**config.mk**
```make
export PLATFORM = sky130hd
export DESIGN_NAME = asr_ctrl
export DESIGN_NICKNAME = d
export VERILOG_FILES = /design/src/asr_ctrl.v
export VERILOG_INCLUDE_DIRS = /design/src /design/src/src
export SDC_FILE = /design/constraint.sdc
export NUM_CORES = 1
export LEC_CHECK = 0
export ABC_AREA = 1
export BUFFER_PORTS_ARGS = -buffer_cell sky130_fd_sc_hd__buf_4
export CORE_ASPECT_RATIO = 1.5
export CORE_MARGIN = 1.5
export CORE_UTILIZATION = 52
export DETAILED_ROUTE_END_ITERATION = 6
export PLACE_DENSITY = 0.87
export RECOVER_POWER = 100
export SYNTH_ARGS = -nofsm -noshare
export SYNTH_HDL_FRONTEND = slang
export SYNTH_SLANG_ARGS = --single-unit
```
**constraint.sdc**
```tcl
create_clock -name i_clk -period 2.69 [get_ports i_clk]
set_clock_uncertainty 0.1 [all_clocks]
set_input_delay 0.4035 -clock i_clk [delete_from_list [all_inputs] [get_ports i_clk]]
set_output_delay 0.4035 -clock i_clk [all_outputs]
set_load 0.005 [all_outputs]
```
**src/asr_defs.vh**
```
`ifndef ASR_DEFS_VH
`define ASR_DEFS_VH

`define ASR_ADDR_W 8
`define ASR_DATA_W 16
`define ASR_ADDR_RESET 8'h00
`define ASR_ADDR_PDN 8'h0f
`define ASR_ADDR_STATUS 8'h80
`define ASR_RESET_BIT 0
`define ASR_CH_LSB 0
`define ASR_CH_MSB 7
`define ASR_LIGHT_BIT 8
`define ASR_DEEP_BIT 9
`define ASR_PINSEL_BIT 10
`define ASR_PDN_MASK 16'h07ff
`define ASR_PDN_RESET 16'h0000
`define ASR_PWR_NORMAL 2'h0
`define ASR_PWR_PARTIAL 2'h1
`define ASR_PWR_COMPLETE 2'h2
`define ASR_WARM_US 50
`define ASR_CLK_MHZ 40

`endif

```
**src/asr_ctrl.v**
```verilog
// Function
// Writing reset bit restores all registers
// Reset bit clears itself afterwards
// Eight channel sleep bits at 7:0
// Channel bit N sleeps channel N only
// Light sleep bit gives partial power-down
// Deep sleep bit gives complete power-down
// Host keeps clock 50 us before wake
// Global modes via register and pin
// Pin select 0: pin gives complete
// Pin select 1: pin gives partial
// Power-down inactive after reset
// Host writes unused bits as zero
// Host writes all functions at once
// Complete beats partial beats normal
//
// The implementer's own choice: the plain strobed port.
`timescale 1ns/1ps
`default_nettype none
`include "asr_defs.vh"

module asr_ctrl (
  input wire i_clk,
  input wire i_arst_n,
  input wire [`ASR_ADDR_W-1:0] i_addr,
  input wire [`ASR_DATA_W-1:0] i_wdata,
  input wire i_wr,
  input wire i_rd,
  input wire i_sleep_pin,
  output reg [`ASR_DATA_W-1:0] o_rdata,
  output reg [7:0] o_channel_sleep,
  output reg [1:0] o_power_state,
  output reg o_soft_reset_busy,
  output reg o_warm_ok
);

  localparam [15:0] WARM_CYCLES = `ASR_WARM_US * `ASR_CLK_MHZ;

  // Three-stage sampler for the asynchronous pin
  reg [2:0] pin_sync_q;
  reg pin_lvl_q;
  reg [15:0] pdn_q;
  reg rst_pend_q;
  reg [15:0] warm_cnt_q;
  reg [1:0] state_d;
  reg pin_req_d;

  function [1:0] pick_state;
    input deep;
    input light;
    begin
      if (deep)
        pick_state = `ASR_PWR_COMPLETE;
      else if (light)
        pick_state = `ASR_PWR_PARTIAL;
      else
        pick_state = `ASR_PWR_NORMAL;
    end
  endfunction

  always @(posedge i_clk or negedge i_arst_n) begin
    if (!i_arst_n) begin
      pin_sync_q <= 3'h0;
      pin_lvl_q <= 1'b0;
    end else begin
      pin_sync_q <= {pin_sync_q[1:0], i_sleep_pin};
      // Level only moves once stages two and three agree
      if (pin_sync_q[1] == pin_sync_q[2])
        pin_lvl_q <= pin_sync_q[2];
    end
  end

  always @(posedge i_clk or negedge i_arst_n) begin
    if (!i_arst_n) begin
      pdn_q <= `ASR_PDN_RESET;
      rst_pend_q <= 1'b0;
    end else if (rst_pend_q) begin
      // Reset takes one cycle; writes in that cycle are dropped
      pdn_q <= `ASR_PDN_RESET;
      rst_pend_q <= 1'b0;
    end else if (i_wr && i_addr == `ASR_ADDR_RESET) begin
      rst_pend_q <= i_wdata[`ASR_RESET_BIT];
    end else if (i_wr && i_addr == `ASR_ADDR_PDN) begin
      // Whole word at once; unused bits are not stored
      pdn_q <= i_wdata & `ASR_PDN_MASK;
    end
  end

  always @* begin
    if (pdn_q[`ASR_PINSEL_BIT])
      pin_req_d = 1'b0;
    else
      pin_req_d = pin_lvl_q;
    state_d = pick_state(pdn_q[`ASR_DEEP_BIT] | pin_req_d,
      pdn_q[`ASR_LIGHT_BIT] | (pin_lvl_q & pdn_q[`ASR_PINSEL_BIT]));
  end

  always @(posedge i_clk or negedge i_arst_n) begin
    if (!i_arst_n) begin
      o_channel_sleep <= 8'h00;
      o_power_state <= `ASR_PWR_NORMAL;
      o_soft_reset_busy <= 1'b0;
      warm_cnt_q <= 16'h0000;
      o_warm_ok <= 1'b0;
      o_rdata <= 16'h0000;
    end else begin
      o_channel_sleep <= pdn_q[`ASR_CH_MSB:`ASR_CH_LSB];
      o_power_state <= state_d;
      o_soft_reset_busy <= rst_pend_q;
      // Clock has run long enough in partial sleep for a quick wake
      if (o_power_state != `ASR_PWR_PARTIAL)
        warm_cnt_q <= 16'h0000;
      else if (warm_cnt_q != WARM_CYCLES)
        warm_cnt_q <= warm_cnt_q + 16'h0001;
      o_warm_ok <= (o_power_state == `ASR_PWR_PARTIAL) &&
        (warm_cnt_q == WARM_CYCLES);
      if (i_rd) begin
        case (i_addr)
          `ASR_ADDR_RESET: o_rdata <= {15'h0000, rst_pend_q};
          `ASR_ADDR_PDN: o_rdata <= pdn_q;
          `ASR_ADDR_STATUS: o_rdata <= {12'h000, o_warm_ok, pin_lvl_q, state_d};
          default: o_rdata <= 16'h0000;
        endcase
      end else begin
        o_rdata <= 16'h0000;
      end
    end
  end

endmodule // asr_ctrl
`default_nettype wire

```
* Yosys cells after proc, flatten, opt, wreduce, memory -nomap -nowiden
Cells that the tools add are included.
** Cells by class
- Reductions and logical operators :: 7
- Muxes and demuxes :: 12
- Bitwise operators :: 3
- Eq/ne operators :: 8
- Add/sub/neg operators :: 1
** Operators by type and width (number)
- $mux W16 :: 6
- $pmux W16 S3 :: 1
- $add A16 B1 Y16 const B :: 1
- $eq A16 B11 Y1 const B :: 1
- $ne A16 B11 Y1 const B :: 1
- $eq A8 B4 Y1 const B :: 1
- $eq A8 B8 Y1 const B :: 1
- $logic_not A8 Y1 :: 1
- $mux W1 :: 4
- $reduce_bool A2 Y1 :: 2
- $logic_and A1 B1 Y1 :: 3
- $eq A2 B1 Y1 const B :: 1
- $mux W2 :: 1
- $ne A2 B1 Y1 const B :: 1
- $ne A2 B2 Y1 const B :: 1
- $or A1 B1 Y1 :: 2
- $reduce_and A2 Y1 :: 1
- $and A1 B1 Y1 :: 1
- $eq A1 B1 Y1 :: 1
** Word-level totals
- Input bits :: 29
- Word-level logic and storage cells :: 41
- Flip-flop bits (word level) :: 65
- Output and inout bits :: 28

* Longest topological paths before layout
Gate-level depths: netlist (run 1).
- Depth after elaboration :: 6
- Depth in mapped cells :: 9
- Mapped depth without buffers :: 8

* Worst setup path before layout (run 1)
Ideal clock, no wire load.
- Path kind :: register -> register
- From :: register warm_cnt_q[0]
- To :: register warm_cnt_q[14]
- Stages on the path, launching flop included :: 7
- Arrival time :: 1078 ps
- Period minus slack after synthesis :: 1299 ps
- Required time :: 2469 ps
- Setup slack :: 1391 ps
- Library setup time :: 121 ps
- Buffers on the path :: 0
- Cells stage by stage :: dfrtp_1 -> ha_1 -> nand3_1 -> nor2_1 -> nand3_1 -> o21ai_1 -> nor2_1
** On the way
- Cells in the longest elaborated chain, start to end :: 3
- Elaborated cells between the ends (all ways) :: 5
- Those cells by class :: add/sub: 1; eq/ne: 1; mux: 2; reduce/logical: 1
** Ends and longest elaborated chain
- start, declared :: line asr_ctrl.v:44 : reg [15:0] warm_cnt_q;
- start signal, assigned :: line asr_ctrl.v:114 : warm_cnt_q <= warm_cnt_q + 16'h0001;
- $add A16 B1 Y16 :: line asr_ctrl.v:114
- $mux W16 :: line asr_ctrl.v:113 : else if (warm_cnt_q != WARM_CYCLES)
- $mux W16 :: line asr_ctrl.v:111 : if (o_power_state != `ASR_PWR_PARTIAL)
Parallel ways exist; a longest one is shown, timed or not. The select of a mux whose other input is x is not followed.
A chain may end at the register's enable or synchronous reset.

* Worst setup path in the final report (run 1)
- From :: register o_power_state[0]
- To :: register o_warm_ok
** On the way
- Cells in the longest elaborated chain, start to end :: 2
** Ends and longest elaborated chain
- start, declared :: line asr_ctrl.v:32 : output reg [1:0] o_power_state,
- start signal, assigned :: line asr_ctrl.v:101 : o_power_state <= `ASR_PWR_NORMAL;
- start signal, assigned :: line asr_ctrl.v:108 : o_power_state <= state_d;
- $eq A2 B1 Y1 (no source line)
- $logic_and A1 B1 Y1 :: line asr_ctrl.v:115 : o_warm_ok <= (o_power_state == `ASR_PWR_PARTIAL) &&
- end signal, assigned :: line asr_ctrl.v:115
- end, declared :: line asr_ctrl.v:34 : output reg o_warm_ok
Every way passes these cells.

==> impl_metrics.py, run 1 <==
metrics = {
    "drt": {
        "routed_wl_mm": 4.966,
        "vias": 2002,
        "drt-vias-per-instance": 5.056,
        "drt-wirelength-per-cell_um": 12.54,
        "firstDrtPassIters": 4,
        "drtIter0Drc": 90,
        "ant_nets": 0,
        "drc": 0,
    },
    "placed_design": {
        "gp_congestion": 0.8425,
        "placed_cell_area_um2": 2831,
        "io_buffers": 46,
        "dp_hpwl_mm": 3.629,
        "dp_cells": 388,
    },
    "synthesis": {
        "synth_cells": 282,
        "yosysUniqueCellTypes": 29,
        "synth_area_um2": 2454,
        "avgSynthCellArea_um2": 8.701,
        "ys_ff_latch": 55,
        "synth-warning-count": 0,
        "ys_seq_area_share_pct": 56.09,
    },
    "clocking": {
        "cts_buffers": 5,
        "clkLatencyLatePin_ps": 310,
        "postCtsSetupBuffers": 0,
        "hold_buffers": 0,
        "post_cts_resize_count": 0,
        "cts.sink_count": 55,
        "cts.reportedPaths.clkPinSlew_ps": 110,
        "cts_buffer_depth": 2,
        "cts_tree": "built",
        "htree_levels": 2,
        "root_buffer": "clkbuf_8",
    },
    "timing": {
        "fmax_mhz": 537.1,
        "hold_viol": 0,
        "slew-limit-headroom_pct": 14.50,
        "slew_viol_final": 0,
        "whs_ps": 125.0,
        "post-route-period-util_pct": 69.22,
        "grt_setup_unrepaired": "false",
        "totalNegativeSetupSlack_ps": 0,
        "finalCriticalPeriod_ps": 1862,
        "setup_viol": 0,
        "worstMarginPinSlew_ps": 1282,
    },
    "worst_setup_path": {
        "crit_path_start": "o_power_state[0]$_DFF_PN0_",
        "rrSetupSlack_ps": 830,
        "crit_top_cell": "inv_1",
        "cp.required_ps": 2780,
        "r2r-start": "o_power_state[0]$_DFF_PN0_",
        "crit_slowest_cell": "clkbuf_1",
        "critPathLaunchType": "flop",
        "critical_path_class": "flop to flop",
        "crit_arrival_ps": 1960,
        "worst-path-max-fanout": 14,
        "crit_path_end_kind": "flop",
        "max_stage_delay_ps": 480,
        "path_cells": "inv_1 > nor2_1 > clkbuf_1 > inv_1 > nor4_1",
    },
    "final_layout": {
        "synthToLayoutAreaGrowth_pct": 19.38,
        "final_core_util_pct": 64.49,
        "final_common_cell": "nand2_1",
        "final_layout_size_suffix_gt1_share_pct": 21.69,
        "num_antenna_cells": 0,
        "final_area_um2": 2929,
        "nets": 362,
        "final_cell_mix": "nand2_1 (68), dfrtp_1 (55), nor2_1 (42), inv_1 (32), nand3_1 (24)",
        "fin_cells": 396,
    },
    "global_route": {
        "grt_max_degree": 56,
        "use_met2_pct": 39.09,
        "grt_use_met3_pct": 4.309,
        "grt_pass1_vias": 2014,
        "grt_pass1_wl_mm": 8.611,
        "grt_most_used_layer": "met2",
        "grt_usage_pct": 22.14,
        "grt_overflow": 0,
        "gr-usage-met1_pct": 23.89,
        "antenna_found_initial": 0,
    },
    "floorplan": {
        "core_um2": 4542,
        "die_h_um": 87.13,
        "die_w_um": 59.09,
        "rows": 30,
        "die_area_um2": 5148,
        "start_util_pct": 54.02,
        "ios": 57,
    },
    "pwr": {
        "powerDensity_nw_per_um2": 521.8,
        "leakagePower_nw": 1.496,
        "peakVddDrop_mv": 0.4125,
    },
    "job": {
        "cap_violations": 0,
    },
    "min_path": {
        "hold_path_class": "input port to flop",
        "hp-start": "i_sleep_pin",
    },
    "outcome": {
        "status": "finished, final reports clean",
    },
}
worst paths after layout:
check,cells after the start,endpoint
worst min register to register,0,pin_sync_q[1]$_DFF_PN0_
worst max register to register,5,o_warm_ok$_DFF_PN0_
worst min-delay path,1,pin_sync_q[0]$_DFF_PN0_
min in group asynchronous,1,warm_cnt_q[15]$_DFFE_PN0N_
max in group asynchronous,1,pdn_q[0]$_DFFE_PN0P_
worst max-delay path,5,o_warm_ok$_DFF_PN0_
cells in the mapped netlist, drive strengths merged:
cell type	count	area, um^2
o21bai	1	11.26
nand2	75	306.5
nor3	2	15.01
a31oi	2	12.51
conb	1	3.750
inv	35	131.4
maj3	1	10.01
nor2	47	201.4
a21oi	8	40.04
nor4	1	6.260
nand4	9	56.30
ha	2	25.02
or2	1	6.260
xor2	2	17.52
nand3	25	130.1
dfrtp	55	1376
buf	9	70.07
o21ai	6	33.78
area by class of cell:
class | instances | area, um^2
fill | 384 | 1613
clock inverter | 3 | 47.55
timing repair buffer | 47 | 339.1
clock buffer | 5 | 68.82
multi-input combinational | 187 | 885.9
tap | 64 | 80.08
sequential | 55 | 1376
inverter | 35 | 131.4
report_power, final:
part / total, W / internal [W] / leakage (nW) / switching (W)
clock: 0.000565 / 0.000283 / 0.0587 / 0.000283
sequential: 0.000863 / 0.000848 / 0.752 / 0.0000146
combinational: 0.000101 / 0.0000440 / 0.685 / 0.0000566
total: 0.00153 / 0.00117 / 1.50 / 0.000354
state kept, by name (all words and copies together) (netlist names):
register           flops
warm_cnt_q            16
o_rdata               11
pdn_q                 11
o_channel_sleep        8
pin_sync_q             3
o_power_state          2
o_soft_reset_busy      1
o_warm_ok              1
pin_lvl_q              1
rst_pend_q             1
per-stage QoR:
| step | worst slack (ps) | power [W] |
|---|---|---|
| floorplan | 1391 | 0.0009183 |
| global placement | 1241 | 0.0009786 |
| detailed placement | 1197 | 0.0009839 |
| CTS | 1155 | 0.001540 |
| global route | 668.2 | 0.001585 |
| finish | 828.1 | 0.001528 |
kinds of logic after synthesis:
| group | count (synthesis) | synth area share, % |
|---|---|---|
| buffers and inverters | 44 | 8.210 |
| AOI/OAI and AO/OA | 17 | 3.977 |
| other | 1 | 0.1528 |
| and+or+nand+nor | 160 | 29.42 |
| DFF | 55 | 56.09 |
| adders and majority gates | 3 | 1.428 |
| xor gates and xnor gates | 2 | 0.7141 |
critical path: cells and delay by family (launching register included):
| family | cells | cell delay (ps) |
|---|---|---|
| simple gates | 2 | 500 |
| buf+inv | 3 | 770 |
| flops | 1 | 370 |
routing by layer:
metal / routed length [um] / up-vias
met4: 146 / 0
met3: 189 / 17
li1: - / 971
met5: 0 / -
met1: 1762 / 953
met2: 2867 / 61
(Power assumes the default switching activity.)
==> run 2, diff against run 1 <==
==> constraint.sdc (replaced) <==
create_clock -name i_clk -period 1.8 [get_ports i_clk]
set_clock_uncertainty 0.1 [all_clocks]
set_input_delay 0.27 -clock i_clk [delete_from_list [all_inputs] [get_ports i_clk]]
set_output_delay 0.27 -clock i_clk [all_outputs]
set_load 0.005 [all_outputs]
==> run 2 against run 1 <==
Routed wire length fell by 0.58%. Global-route usage decreased by 0.38 points. Power grew 57%. Core utilization rose by 0.63 points. Sequential power grew 49%. Clock-buffer cell count did not move. Combinational power up 55%. Setup slack got worse by 590 ps. Cell count rose by 0.51%. First-iteration DRC count fell by 57%. Non-clock buffer count grew 2. Via count decreased by 2.7%. Highest routed layer unchanged.
==> impl_metrics.py, run 2 (same netlist as run 1, synthesis figures left out) <==
metrics = {
    "pwr": {
        "leakagePower_nw": 1.489,
        "total_power_w": 0.002402,
        "powerDensity_nw_per_um2": 812.2,
        "peakVddDrop_mv": 0.5534,
    },
    "clocking": {
        "postCtsSetupBuffers": 0,
        "cts_buffers": 5,
        "post_cts_resize_count": 0,
        "root_buffer": "clkbuf_8",
        "cts.sink_count": 55,
        "htree_levels": 2,
        "cts_buffer_depth": 2,
        "clkLatencyLatePin_ps": 310,
        "cts_tree": "built",
        "cts.reportedPaths.clkPinSlew_ps": 100,
    },
    "drt": {
        "firstDrtPassIters": 4,
        "drt-wirelength-per-cell_um": 12.40,
        "vias": 1948,
        "drc": 0,
        "drt-vias-per-instance": 4.894,
        "drtIter0Drc": 39,
        "routed_wl_mm": 4.937,
        "ant_nets": 0,
    },
    "final_layout": {
        "final_area_um2": 2958,
        "nFillCells": 378,
        "final_core_util_pct": 65.12,
        "synthToLayoutAreaGrowth_pct": 20.55,
        "nets": 364,
        "reg.largest.list": "warm_cnt_q: 16 flops, o_rdata: 11 flops, pdn_q: 11 flops",
        "final_cell_mix": "nand2_1 (70), dfrtp_1 (55), nor2_1 (42), inv_1 (32), nand3_1 (24)",
        "largest_reg_flops": 16,
        "num_antenna_cells": 0,
        "regMostFlops": "warm_cnt_q",
        "multi_input_area_um2": 875.8,
        "final_common_cell": "nand2_1",
        "ff_latch_area_um2": 1376,
        "final_layout_size_suffix_gt1_share_pct": 20.66,
    },
    "timing": {
        "setup_viol": 0,
        "whs_ps": 89.60,
        "totalNegativeSetupSlack_ps": 0,
        "slew-limit-headroom_pct": 52.76,
        "grt_setup_unrepaired": "false",
        "worstMarginPinSlew_ps": 708.7,
        "hold_viol": 0,
        "post-route-period-util_pct": 86.98,
        "slew_viol_final": 0,
        "finalCriticalPeriod_ps": 1566,
        "fmax_mhz": 638.7,
    },
    "global_route": {
        "grt_pass1_vias": 1934,
        "grt_use_met3_pct": 3.863,
        "gr-usage-met1_pct": 22.66,
        "grt_max_degree": 56,
        "grt_most_used_layer": "met2",
        "use_met2_pct": 40.91,
        "grt_usage_pct": 21.76,
        "antenna_found_initial": 0,
        "grt_overflow": 0,
        "grt_pass1_wl_mm": 8.424,
    },
    "worst_setup_path": {
        "cp.required_ps": 1900,
        "crit_path_start": "warm_cnt_q[1]$_DFFE_PN0N_",
        "critical_path_class": "flop to flop",
        "r2r-start": "warm_cnt_q[1]$_DFFE_PN0N_",
        "crit_slowest_cell": "dfrtp_1",
        "path_cells": "ha_1 > nand3_1 > nor2_1 > nand3_1 > o21ai_0 > nor2_1",
        "crit_arrival_ps": 1670,
        "crit_family": "simple AND/OR/NAND/NOR gates",
        "worst-path-max-fanout": 5,
        "critPathLaunchType": "flop",
        "rrSetupSlack_ps": 230,
        "max_stage_delay_ps": 410,
        "cp_num_buf_inv": 0,
        "crit_path_end_kind": "flop",
    },
    "outcome": {
        "status": "finished, final reports clean",
    },
    "min_path": {
        "hp-start": "i_wdata[1]",
        "hold_path_class": "input port to flop",
    },
    "placed_design": {
        "dp_hpwl_mm": 3.623,
        "placed_cell_area_um2": 2831,
        "gp_congestion": 0.8503,
        "io_buffers": 46,
    },
    "floorplan": {
        "start_util_pct": 54.02,
        "die_area_um2": 5148,
        "rows": 30,
        "die_h_um": 87.13,
        "core_um2": 4542,
        "ios": 57,
        "die_w_um": 59.09,
    },
    "job": {
        "cap_violations": 0,
    },
}
## run 2: cell count changes in the layout (fill, tap and decap cells not counted), sizes merged
cell,change
bufinv,+1
clkinv,-1
clkinvlp,+1
dlygate4sd3,+2
inv,-1
## run 2: path summary, 6_finish.rpt
kind                                         endpoint  cells after the start
min in group asynchronous   warm_cnt_q[6]$_DFFE_PN0N_                      2
setup / recovery           warm_cnt_q[14]$_DFFE_PN0N_                      6
setup reg to reg           warm_cnt_q[14]$_DFFE_PN0N_                      6
hold / removal                   pdn_q[1]$_DFFE_PN0P_                      3
hold reg to reg               pin_sync_q[1]$_DFF_PN0_                      0
max in group asynchronous   warm_cnt_q[8]$_DFFE_PN0N_                      2
## run 2: what timing repair did
item / CTS / global route
hold endpoints to repair: 56 / 0
setup endpoints to repair: 0 / 0
hold buffers: 2 / 0
## run 2: area by class of cell
cell class	count	share of cell area [%]
tap	64	2.707
clock inverter	3	2.284
sequential	55	46.53
multi-input combinational	187	29.61
inverter	35	4.442
timing repair buffer	49	12.10
clock buffer	5	2.327
## run 2: worst register-to-register path: stages (launching register included)
cell and delay (ps):
dfrtp_1 410, ha_1 250, nand3_1 110, nor2_1 230, nand3_1 110, o21ai_0 190
nor2_1 60
## run 2: per-layer routing
layer  up-vias  routed length, um  part of all wire, %
met5         -                  0                    0
met1       916               1797                   36
met2        46               2857                   58
met3        12                160                  3.2
li1        974                  -                    -
met4         0                122                  2.5
## run 2: report_power, final
group / switching [W] / internal (W)
clock network: 0.000402 / 0.000555
logic: 0.0000877 / 0.0000693
registers: 0.0000217 / 0.00127
total: 0.000512 / 0.00189
## run 2: stage by stage
step | setup WS, ps | cells
after detailed placement | 355.1 | 388
after CTS | 317.5 | 398
final | 234.4 | 398
after floorplan | 501.0 | 286
after global placement | 404.6 | 388
after global routing | 114.1 | 398
==> run 3, diff against run 2 <==
--- a/config.mk
+++ b/config.mk
@@ -11,6 +11,7 @@
 export CORE_ASPECT_RATIO = 1.5
 export CORE_MARGIN = 1.5
 export CORE_UTILIZATION = 52
+export CTS_BUF_LIST = sky130_fd_sc_hd__clkbuf_4
 export DETAILED_ROUTE_END_ITERATION = 6
 export PLACE_DENSITY = 0.87
 export RECOVER_POWER = 100
==> run 3 against run 2 <==
Final area is 0.93% lower. First-iteration DRC count up 13%. Largest power group unchanged. Critical path type unchanged. Highest routed layer unchanged. Combinational power about the same. Cell count is 0.25% higher. Register-to-register slack got worse by 50 ps.
==> impl_metrics.py, run 3 (same netlist as run 1, synthesis figures left out) <==
metrics = {
    "drt": {
        "drtIter0Drc": 44,
        "firstDrtPassIters": 4,
        "ant_nets": 0,
        "routed_wl_mm": 4.985,
        "drt-vias-per-instance": 4.925,
        "vias": 1965,
        "drc": 0,
        "drt-wirelength-per-cell_um": 12.49,
    },
    "min_path": {
        "hp-start": "i_wdata[9]",
        "hold_depth": 3,
        "hold_path_class": "input port to flop",
        "hold_end": "pdn_q[9]$_DFFE_PN0P_",
    },
    "timing": {
        "post-route-period-util_pct": 89.51,
        "fmax_mhz": 620.7,
        "slew-limit-headroom_pct": 23.86,
        "setup_viol": 0,
        "hold_viol": 0,
        "slew_viol_final": 0,
        "totalNegativeSetupSlack_ps": 0,
        "finalCriticalPeriod_ps": 1611,
        "whs_ps": 18.01,
        "grt_setup_unrepaired": "false",
        "worstMarginPinSlew_ps": 1142,
    },
    "worst_setup_path": {
        "path_cells": "ha_1 > nand3_1 > nor2_1 > nand3_1 > o21ai_0 > nor2_1",
        "critical_path_class": "flop to flop",
        "critPathLaunchType": "flop",
        "max_stage_delay_ps": 450,
        "crit_slowest_cell": "dfrtp_1",
        "rrSetupSlack_ps": 190,
        "crit_path_end_kind": "flop",
        "crit_arrival_ps": 1800,
        "worstReg2RegEnd": "warm_cnt_q[14]$_DFFE_PN0N_",
        "rr_worst_depth": 6,
        "crit_family": "simple AND/OR/NAND/NOR gates",
        "cp.required_ps": 1990,
        "r2r-start": "warm_cnt_q[1]$_DFFE_PN0N_",
        "worst-path-max-fanout": 5,
        "cp_num_buf_inv": 0,
    },
    "placed_design": {
        "gp_congestion": 0.8503,
        "dp_cells": 388,
        "io_buffers": 46,
        "dp_hpwl_mm": 3.623,
    },
    "pwr": {
        "powerDensity_nw_per_um2": 774.6,
        "peakVddDrop_mv": 0.6271,
        "total_power_w": 0.002270,
        "leakagePower_nw": 1.476,
    },
    "clocking": {
        "htree_levels": 2,
        "cts.reportedPaths.clkPinSlew_ps": 170,
        "clkLatencyLatePin_ps": 380,
        "cts_tree": "built",
        "root_buffer": "clkbuf_4",
        "cts_buffer_depth": 2,
        "cts_buffers": 5,
        "cts.sink_count": 55,
    },
    "final_layout": {
        "fin_cells": 399,
        "num_antenna_cells": 0,
        "final_core_util_pct": 64.52,
        "nets": 365,
        "regMostFlops": "warm_cnt_q",
        "reg.largest.list": "warm_cnt_q: 16 flops, o_rdata: 11 flops, pdn_q: 11 flops",
        "final_cell_mix": "nand2_1 (70), dfrtp_1 (55), nor2_1 (42), inv_1 (32), clkbuf_4 (27)",
        "synthToLayoutAreaGrowth_pct": 19.43,
        "largest_reg_flops": 16,
        "final_common_cell": "nand2_1",
        "final_layout_size_suffix_gt1_share_pct": 20.30,
        "nFillCells": 383,
    },
    "global_route": {
        "grt_max_degree": 56,
        "grt_use_met3_pct": 4.160,
        "grt_usage_pct": 22.02,
        "grt_pass1_vias": 1975,
        "antenna_found_initial": 0,
        "grt_overflow": 0,
        "gr-usage-met1_pct": 22.59,
        "use_met2_pct": 40.40,
        "grt_pass1_wl_mm": 8.438,
        "grt_most_used_layer": "met2",
    },
    "floorplan": {
        "die_h_um": 87.13,
        "rows": 30,
        "ios": 57,
        "start_util_pct": 54.02,
        "die_w_um": 59.09,
        "die_area_um2": 5148,
        "core_um2": 4542,
    },
    "outcome": {
        "status": "finished, final reports clean",
    },
    "job": {
        "cap_violations": 0,
    },
}
run 3: final cells by class:
| type | count | area [um^2] | area share [%] |
|---|---|---|---|
| flip-flops and latches | 55 | 1376 | 46.97 |
| repair buffers | 50 | 361.6 | 12.34 |
| multi-input cells | 187 | 875.8 | 29.89 |
| well taps | 64 | 80.08 | 2.733 |
| inverters | 35 | 131.4 | 4.483 |
| clock buffers | 5 | 37.54 | 1.281 |
| clock inverters | 3 | 67.56 | 2.306 |
run 3: how the worst max path moves through the flow:
stage / slack, ps / cells past startpoint / to / from
after CTS: 300 / 7 / warm_cnt_q[1]$_DFFE_PN0N_ / warm_cnt_q[0]$_DFFE_PN0N_
after floorplan: 500 / 6 / warm_cnt_q[14]$_DFFE_PN0N_ / warm_cnt_q[0]$_DFFE_PN0N_
after global routing: 110 / 2 / pdn_q[8]$_DFFE_PN0P_ / i_arst_n
after detailed placement: 360 / 6 / warm_cnt_q[14]$_DFFE_PN0N_ / warm_cnt_q[1]$_DFFE_PN0N_
final: 190 / 6 / warm_cnt_q[14]$_DFFE_PN0N_ / warm_cnt_q[1]$_DFFE_PN0N_
after global placement: 400 / 6 / warm_cnt_q[14]$_DFFE_PN0N_ / warm_cnt_q[0]$_DFFE_PN0N_
run 3: what timing repair did:
item                      4_1_cts  5_1_grt
hold endpoints to repair       56        1
setup buffers                   0        0
gates resized for setup         0        0
hold buffers                    2        1
run 3: worst min-delay path: cells and delay by family:
kind	cells	cell delay, ps
and+or+nand+nor	2	120
buffers and inverters	1	80
run 3: stage by stage:
| step | setup WS [ps] | cell area, um^2 |
|---|---|---|
| finish | 188.9 | 2930 |
| global route | 106.5 | 2930 |
| CTS | 297.5 | 2957 |
| detailed placement | 355.1 | 2831 |
| global placement | 404.6 | 2831 |
| floorplan | 501.0 | 2469 |
run 3: metal layers:
layer / up-vias / wire length, um
met2: 58 / 2827
met1: 915 / 1799
met5: - / 0
met3: 20 / 163
li1: 972 / -
met4: 0 / 195
run 3: power by group:
part	internal, W	total, W	switching, W
clock network	0.000432	0.000824	0.000392
registers	0.00127	0.00129	0.0000216
logic	0.0000702	0.000156	0.0000858
total	0.00177	0.00227	0.000499
